[config.mk]
export PLATFORM = sky130hd
export DESIGN_NAME = astg_alarm_regs
export DESIGN_NICKNAME = d
export VERILOG_FILES = /design/src/hdl/astg_alarm_regs.v
export VERILOG_INCLUDE_DIRS = /design/src /design/src/hdl
export SDC_FILE = /design/constraint.sdc
export NUM_CORES = 1
export LEC_CHECK = 0
export BUFFER_PORTS_ARGS = -buffer_cell sky130_fd_sc_hd__buf_2
export CORE_MARGIN = 2
export CORE_UTILIZATION = 45
export DETAILED_ROUTE_END_ITERATION = 10
export PLACE_DENSITY = 0.8
export SLEW_MARGIN = 20
export SYNTH_ARGS = -nofsm -noshare
export SYNTH_HDL_FRONTEND = slang
export SYNTH_SLANG_ARGS = --single-unit
[constraint.sdc]
create_clock -name pclk -period 2.4 [get_ports pclk]
set_clock_uncertainty 0.1 [all_clocks]
set_input_delay 0.24 -clock pclk [delete_from_list [all_inputs] [get_ports pclk]]
set_output_delay 0.24 -clock pclk [all_outputs]
set_load 0.03 [all_outputs]
[src/hdl/astg_defs.vh]
/*
 * Constants for the alarm status and transmit gating register block:
 * register indices, field positions, reset values and bit masks.
 * Assumes inclusion by astg_alarm_regs.v only.
 */
`ifndef ASTG_DEFS_VH
`define ASTG_DEFS_VH

// register indices, byte address is four times the index
`define ASTG_IDX_SCALE 4'h3
`define ASTG_IDX_PFAIL 4'h4
`define ASTG_IDX_ALARM 4'h5
`define ASTG_IDX_MASK 4'h7

// reset values
`define ASTG_SCALE_RST 16'hF000
`define ASTG_MASK_RST 16'hFFFF
`define ASTG_CLR_RST 16'h0000

// scale and transmit enable fields
`define ASTG_SCALE_HI 15
`define ASTG_SCALE_LO 12
`define ASTG_TXEN_BIT 0
`define ASTG_SCALE_WMASK 16'hF001

// alarm bit positions
`define ASTG_AL_ZERO 15
`define ASTG_AL_COLL 13
`define ASTG_AL_ONE 12
`define ASTG_AL_TWO 11
`define ASTG_AL_DACCLK 10
`define ASTG_AL_DATACLK 9
`define ASTG_AL_MUTE 8
`define ASTG_AL_PAT 7
`define ASTG_ALARM_WMASK 16'hBF80

// output code forced while muted
`define ASTG_MID_SCALE 16'h8000

`endif

[src/hdl/astg_alarm_regs.v]
/*
 * Alarm status, pattern failure and transmit gating registers with an
 * APB slave, sticky write-one-to-clear alarms, interrupt and output mute.
 * Assumes FIFO, pattern and sample inputs on pclk; clock-loss flags and
 * the transmit enable pin asynchronous.
 */
// The APB slave port was left to the implementer.
//
// Behaviour
// - 4-bit full-scale step, bits 15:12, resets 1111
// - transmit enable is software bit OR pin
// - failure bit set per failing bus bit
// - bit 15 set when write pointer zero
// - pointer field 13:11: collision, one, two
// - bit 10 set on conversion clock loss
// - bit 9 set on data clock loss
// - bit 8 set on clock loss or collision
// - mid-scale 0x8000 on outputs while muted
// - bit 7 set on pattern mismatch
// - failure register cleared by write, not read
// - alarm register cleared by software write
// - alarm mask resets 0xFFFF, one masks
`timescale 1ns/1ps
`include "astg_defs.vh"

module astg_alarm_regs #(
  parameter AW = 12,
  parameter NCH = 4
) (
  input wire pclk,
  input wire presetn,
  input wire psel,
  input wire penable,
  input wire pwrite,
  input wire [AW-1:0] paddr,
  input wire [31:0] pwdata,
  output reg [31:0] prdata,
  output reg pready,
  output reg pslverr,
  input wire tx_enable_pin,
  input wire dacclk_lost,
  input wire dataclk_lost,
  input wire [7:0] wr_ptr,
  input wire fifo_two_away,
  input wire fifo_one_away,
  input wire fifo_collision,
  input wire pat_valid,
  input wire [15:0] ab_data_bus,
  input wire [15:0] cd_data_bus,
  input wire [15:0] ab_pattern,
  input wire [15:0] cd_pattern,
  input wire [16*NCH-1:0] sample_in,
  output reg [16*NCH-1:0] dac_out,
  output reg [3:0] coarse_scale,
  output reg tx_enable,
  output reg irq
);

////////////////////////////////////////////////////////////////////////
// input synchronisers

reg [2:0] sync1_q;
reg [2:0] sync2_q;
wire [2:0] async_in;

// each asynchronous input gets its own two-flop chain
assign async_in = {tx_enable_pin, dataclk_lost, dacclk_lost};

genvar sb;
generate
  for (sb = 0; sb < 3; sb = sb + 1) begin : g_sync
    always @(posedge pclk or negedge presetn) begin
      if (!presetn) begin
        sync1_q[sb] <= 1'b0;
        sync2_q[sb] <= 1'b0;
      end else begin
        sync1_q[sb] <= async_in[sb];
        sync2_q[sb] <= sync1_q[sb];
      end
    end
  end
endgenerate

wire dacclk_lost_s;
wire dataclk_lost_s;
wire tx_pin_s;

assign dacclk_lost_s = sync2_q[0];
assign dataclk_lost_s = sync2_q[1];
assign tx_pin_s = sync2_q[2];

////////////////////////////////////////////////////////////////////////
// apb decode

wire [3:0] idx;
wire acc;
wire wr_en;
wire sel_scale;
wire sel_pfail;
wire sel_alarm;
wire sel_mask;
wire mapped;
wire wr_scale;
wire wr_pfail;
wire wr_alarm;
wire wr_mask;

assign idx = paddr[5:2];
assign acc = psel & penable;
// unmapped writes must not alias onto a register
assign wr_en = acc & pready & pwrite & mapped;
assign sel_scale = (idx == `ASTG_IDX_SCALE);
assign sel_pfail = (idx == `ASTG_IDX_PFAIL);
assign sel_alarm = (idx == `ASTG_IDX_ALARM);
assign sel_mask = (idx == `ASTG_IDX_MASK);
assign mapped = (paddr[AW-1:6] == {(AW-6){1'b0}}) &
                (paddr[1:0] == 2'h0) &
                (sel_scale | sel_pfail | sel_alarm | sel_mask);

assign wr_scale = wr_en & sel_scale;
assign wr_pfail = wr_en & sel_pfail;
assign wr_alarm = wr_en & sel_alarm;
assign wr_mask = wr_en & sel_mask;

////////////////////////////////////////////////////////////////////////
// registers

reg [15:0] scale_q;
reg [15:0] pfail_q;
reg [15:0] alarm_q;
reg [15:0] mask_q;

wire [15:0] pfail_set;
wire [15:0] alarm_set;
wire [15:0] pfail_clr;
wire [15:0] alarm_clr;
wire ptr_zero;
wire mute_cond;

// per-bit compare against the expected words
assign pfail_set = pat_valid ?
  ((ab_data_bus ^ ab_pattern) | (cd_data_bus ^ cd_pattern)) :
  16'h0000;

assign ptr_zero = (wr_ptr == 8'h00);
assign mute_cond = dacclk_lost_s | dataclk_lost_s | fifo_collision;

// clock-loss flags arrive two cycles late through the synchronisers
// pointer bits latch apart, so the 01x and 1xx codes follow
assign alarm_set[`ASTG_AL_ZERO] = ptr_zero;
assign alarm_set[14] = 1'b0;
assign alarm_set[`ASTG_AL_COLL] = fifo_collision;
assign alarm_set[`ASTG_AL_ONE] = fifo_one_away;
assign alarm_set[`ASTG_AL_TWO] = fifo_two_away;
assign alarm_set[`ASTG_AL_DACCLK] = dacclk_lost_s;
assign alarm_set[`ASTG_AL_DATACLK] = dataclk_lost_s;
assign alarm_set[`ASTG_AL_MUTE] = mute_cond;
assign alarm_set[`ASTG_AL_PAT] = |pfail_set;
assign alarm_set[6:0] = 7'h00;

assign pfail_clr = wr_pfail ? pwdata[15:0] :
                   16'h0000;
assign alarm_clr = wr_alarm ?
                   (pwdata[15:0] & `ASTG_ALARM_WMASK) :
                   16'h0000;

// scale and transmit enable, reserved bits read zero
always @(posedge pclk or negedge presetn) begin
  if (!presetn) begin
    scale_q <= `ASTG_SCALE_RST;
  end else if (wr_scale) begin
    scale_q <= pwdata[15:0] & `ASTG_SCALE_WMASK;
  end
end

always @(posedge pclk or negedge presetn) begin
  if (!presetn) begin
    mask_q <= `ASTG_MASK_RST;
  end else if (wr_mask) begin
    mask_q <= pwdata[15:0];
  end
end

// sticky per bit; set wins over a clear landing in the same cycle
genvar bt;
generate
  for (bt = 0; bt < 16; bt = bt + 1) begin : g_sticky
    always @(posedge pclk or negedge presetn) begin
      if (!presetn) begin
        pfail_q[bt] <= 1'b0;
        alarm_q[bt] <= 1'b0;
      end else begin
        pfail_q[bt] <= (pfail_q[bt] & ~pfail_clr[bt]) |
                       pfail_set[bt];
        alarm_q[bt] <= (alarm_q[bt] & ~alarm_clr[bt]) |
                       alarm_set[bt];
      end
    end
  end
endgenerate

////////////////////////////////////////////////////////////////////////
// apb answer, one wait state

localparam ST_IDLE = 1'b0;
localparam ST_ANSWER = 1'b1;

reg st_q;
reg st_d;

// first access cycle is the wait state, answer in the next one
always @* begin
  st_d = ST_IDLE;
  case (st_q)
    ST_IDLE: begin
      if (acc) begin
        st_d = ST_ANSWER;
      end
    end
    ST_ANSWER: begin
      st_d = ST_IDLE;
    end
    default: begin
      st_d = ST_IDLE;
    end
  endcase
end

always @(posedge pclk or negedge presetn) begin
  if (!presetn) begin
    st_q <= ST_IDLE;
  end else begin
    st_q <= st_d;
  end
end

reg [15:0] rd_mux;

always @* begin
  rd_mux = 16'h0000;
  case (idx)
    `ASTG_IDX_SCALE: rd_mux = scale_q;
    `ASTG_IDX_PFAIL: rd_mux = pfail_q;
    `ASTG_IDX_ALARM: rd_mux = alarm_q;
    `ASTG_IDX_MASK: rd_mux = mask_q;
    default: rd_mux = 16'h0000;
  endcase
end

always @(posedge pclk or negedge presetn) begin
  if (!presetn) begin
    pready <= 1'b0;
    pslverr <= 1'b0;
    prdata <= 32'h00000000;
  end else if (st_d == ST_ANSWER) begin
    pready <= 1'b1;
    pslverr <= ~mapped;
    prdata <= (mapped & ~pwrite) ? {16'h0000, rd_mux} :
              32'h00000000;
  end else begin
    pready <= 1'b0;
    pslverr <= 1'b0;
    prdata <= 32'h00000000;
  end
end

////////////////////////////////////////////////////////////////////////
// control outputs and interrupt
// irq covers the alarm register only; the mute ignores the mask

always @(posedge pclk or negedge presetn) begin
  if (!presetn) begin
    coarse_scale <= 4'h0;
    tx_enable <= 1'b0;
    irq <= 1'b0;
  end else begin
    coarse_scale <= scale_q[`ASTG_SCALE_HI:`ASTG_SCALE_LO];
    tx_enable <= scale_q[`ASTG_TXEN_BIT] | tx_pin_s;
    irq <= |(alarm_q & ~mask_q);
  end
end

////////////////////////////////////////////////////////////////////////
// output path, mid-scale while muted

genvar ch;
generate
  for (ch = 0; ch < NCH; ch = ch + 1) begin : g_ch
    always @(posedge pclk or negedge presetn) begin
      if (!presetn) begin
        dac_out[16*ch +: 16] <= `ASTG_MID_SCALE;
      end else if (alarm_q[`ASTG_AL_MUTE]) begin
        dac_out[16*ch +: 16] <= `ASTG_MID_SCALE;
      end else begin
        dac_out[16*ch +: 16] <= sample_in[16*ch +: 16];
      end
    end
  end
endgenerate

endmodule

==> key figures <==
Detailed routing
  – Starting DRC count in detailed routing: around 400
  – Drt total wl: 16.60 mm
  – DR WL/cell: around 17 um
  – Antenna viol nets, final: 0
  – Initial DRT Pass Iterations: 8
  – Via count: ~5000
  – DRC Markers: 0
  – Number of vias per cell: ~5

STA
  – Worst hold margin: ~21 ps
  – Fin crit share: between 70% and 80%
  – Setup TNS: 0 ps
  – Fmax: about 540 MHz
  – Max-slew headroom: roughly 55%
  – Final Setup Violations: 0
  – Final hold vios: 0
  – Post-layout min period: about 1900 ps
  – Max-slew violations: 0
  – Measured slew at the worst slew-check pin: between 600 and 700 ps
  – Unrepaired setup endpoints after global routing: no

Synthesis
  – Most common flop cell mapped by yosys: dfrtp_1
  – Post-synthesis cell count: between 400 and 500
  – Yosys top cell by area: dfrtp_1
  – Sequential share of the synthesized area: about 63%
  – Mapped cell area: approximately 5600 um2
  – Yosys top cell area share: slightly above 50%
  – Cell variety after synth: 37
  – Yosys warns: 0
  – Post-synth EDFFs: 0
  – Post-Syn Area per Cell: between 10 and 15 um2
  – Synth top area cells: dfrtp_1, dfstp_2, nor2b_1
  – FFs w/ async S/R, synth: 100.0%
  – Seq cells post-synth: 139

Setup path
  – CP Cell Sequence: or2_2 > or3_1 > a21oi_1
  – Slowest cell on crit path: or3_1
  – Crit path required time: 2610 ps
  – Crit path DAT: 2080 ps
  – Critical path capture point type: register
  – Slowest stage delay, CP: between 600 and 700 ps
  – CP Launch Type: register
  – Class of the most critical setup path: reg2reg
  – CP max FO: 16

Floorplan
  – I/O pins: 296
  – CORE AREA: around 12000 um2
  – Rows: 40
  – Die width: 115.7 um
  – Initial Util: roughly 46%
  – DIE AREA: roughly 13000 um2
  – Die H: around 120 um

Clock network
  – H-tree levels: 4
  – Clk_lat worst skew: about 410 ps
  – TritonCTS Sinks: 139
  – Clock transition at path regs: around 50 ps
  – Total CTS buffers: 17
  – TritonCTS clock tree: done
  – Clock buffer depth: 2
  – Root Buffer Master: clkbuf_16
  – Post-CTS Hold Buffers: 80
  – Setup Fix Bufs, Post-CTS: 0
  – CTS resizes: 0

Layout
  – Commonest non-fill, non-tap cell in the layout: buf_2
  – Sequential Area: approximately 3500 um2
  – Ratio of cells with drive above 1 in the final layout: around 44%
  – FILL cells: 863
  – Area grow syn2layout: 53.31%
  – Area of the multi-input gates: between 1500 and 2000 um2
  – Final net count: 999
  – Commonest cells after routing, fill and taps aside: buf_2, dfrtp_1, dlygate4sd3_1, nor2b_1, nand2_1

Power
  – Logic gate share of total power: approximately 8.5%
  – Pwr/cell area: 677.0 nW/um2
  – Part of the power in registers: around two fifths
  – Clk pwr share: 50.9%
  – Internal: 4643 uW
  – Sw frac: around a fifth
  – Leak: roughly 0.0043 uW
  – Worst-case vdd ir drop: around 0.43 mV
  – Psw: around 1200 uW

GRT
  – First-pass GRT wire length: about 25 mm
  – Met1 Track Usage GR: approximately 28%
  – Total track usage: about a quarter
  – Antenna violations before repair: 0
  – Met3 Resource Use GR: 5.439%
  – Vias in the first global route: approximately 5300
  – GRT overflow: 0
  – Largest net degree at the start of global routing: 69
  – M2 GR Usage: between 40% and 50%
  – Busiest grt layer: met2

Placed design
  – Dpl hpwl: ~11 mm
  – RePlAce Congestion: 0.8543
  – Input/output buffers: around 260

Job
  – Max cap viols: 0

Run status
  – Outcome: complete, no violations

Min path
  – Worst Hold Class: in2reg
## worst max-delay path, delay by kind of cell, from the launching register on
kind               cells  cell delay, ps
and+or+nand+nor        2             980
DFF                    1             410
AOI/OAI and AO/OA      1             270
## registers in the layout, indices dropped and copies added (netlist names)
register,cells
dac_out,64
mask_q,16
pfail_q,16
prdata,16
alarm_q,8
scale_q,5
coarse_scale,4
sync1_q,3
dacclk_lost_s,1
dataclk_lost_s,1
irq,1
pready,1
pslverr,1
tx_enable,1
tx_pin_s,1
## power groups by stage
| stage | Sequential [uW] | Clock [uW] | Combinational, uW |
|---|---|---|---|
| 2_1_floorplan | 2410 | 0 | 155 |
| 3_3_place_gp | 2400 | 0 | 370 |
| 3_5_place_dp | 2400 | 0 | 382 |
| 4_1_cts | 2360 | 3030 | 489 |
| 5_1_grt | 2360 | 3130 | 538 |
| 6_report | 2360 | 2960 | 497 |
## routing by layer
| metal | vias up | part of all wire (%) | wire [um] |
|---|---|---|---|
| li1 | 2239 | - | - |
| met1 | 2450 | 37 | 6199 |
| met2 | 250 | 53 | 8779 |
| met3 | 42 | 6.8 | 1123 |
| met4 | 0 | 3.0 | 500 |
| met5 | - | 0 | 0 |
## cells in the mapped netlist (all sizes together) (2+ instances only)
| master | number |
|---|---|
| o22ai | 4 |
| dfstp | 24 |
| o31ai | 16 |
| xor2 | 32 |
| nand4 | 13 |
| nand2 | 38 |
| nor3 | 2 |
| dfrtp | 115 |
| a21oi | 3 |
| mux2 | 22 |
| a222oi | 10 |
| and3 | 2 |
| or2 | 6 |
| nor4 | 3 |
| o41ai | 4 |
| clkbuf | 17 |
| nor2b | 60 |
| nor2 | 16 |
| inv | 9 |
| a22oi | 6 |
| o21ai | 16 |
| buf | 22 |
| a2111o | 2 |
| a21o | 5 |
## per-stage QoR
step / utilization (%) / power (uW) / instance area [um2] / std cells / setup WS [ps]
3_3_place_gp: 58.61 / 2773 / 7098 / 875 / 291.1
5_1_grt: 70.95 / 6031 / 8593 / 988 / 463.7
4_1_cts: 70.87 / 5878 / 8583 / 987 / 545.2
2_1_floorplan: - / 2562 / 5668 / 470 / 453.3
3_5_place_dp: 58.61 / 2785 / 7098 / 875 / 282.7
6_report: 71.03 / 5824 / 8603 / 992 / 538.5
## path summary, 6_finish.rpt
path                            start       endpoint  slack, ps  cells past startpoint
max                            pready     prdata[15]        540                      3
min                         pwdata[7]      mask_q[7]         20                      2
max reg2reg                    pready     prdata[15]        540                      3
min reg2reg                sync1_q[0]  dacclk_lost_s        240                      0
max in group asynchronous     presetn      mask_q[9]       1200                      3
min in group asynchronous     presetn     pfail_q[3]        190                      2
## cell type report
| cell class | count | area share [%] |
|---|---|---|
| Inverter | 9 | 0.3927 |
| Clock buffer | 21 | 5.468 |
| Clock inverter | 11 | 2.487 |
| Sequential cell | 139 | 40.79 |
| Timing Repair Buffer | 357 | 26.08 |
| Tap cell | 168 | 2.443 |
| Multi-Input combinational cell | 283 | 22.22 |
| Antenna cell | 4 | 0.1163 |
## logic make-up after synthesis
| group | count (synthesis) | share of synthesized area, % |
|---|---|---|
| AND/OR/NAND/NOR | 146 | 14.60 |
| other | 1 | 0.06683 |
| AO/OA/AOI/OAI | 67 | 8.718 |
| flip-flops | 139 | 62.52 |
| multiplexers | 22 | 4.415 |
| buffers and inverters | 48 | 4.682 |
| XOR/XNOR | 32 | 4.994 |
(Power assumes the default switching activity.)
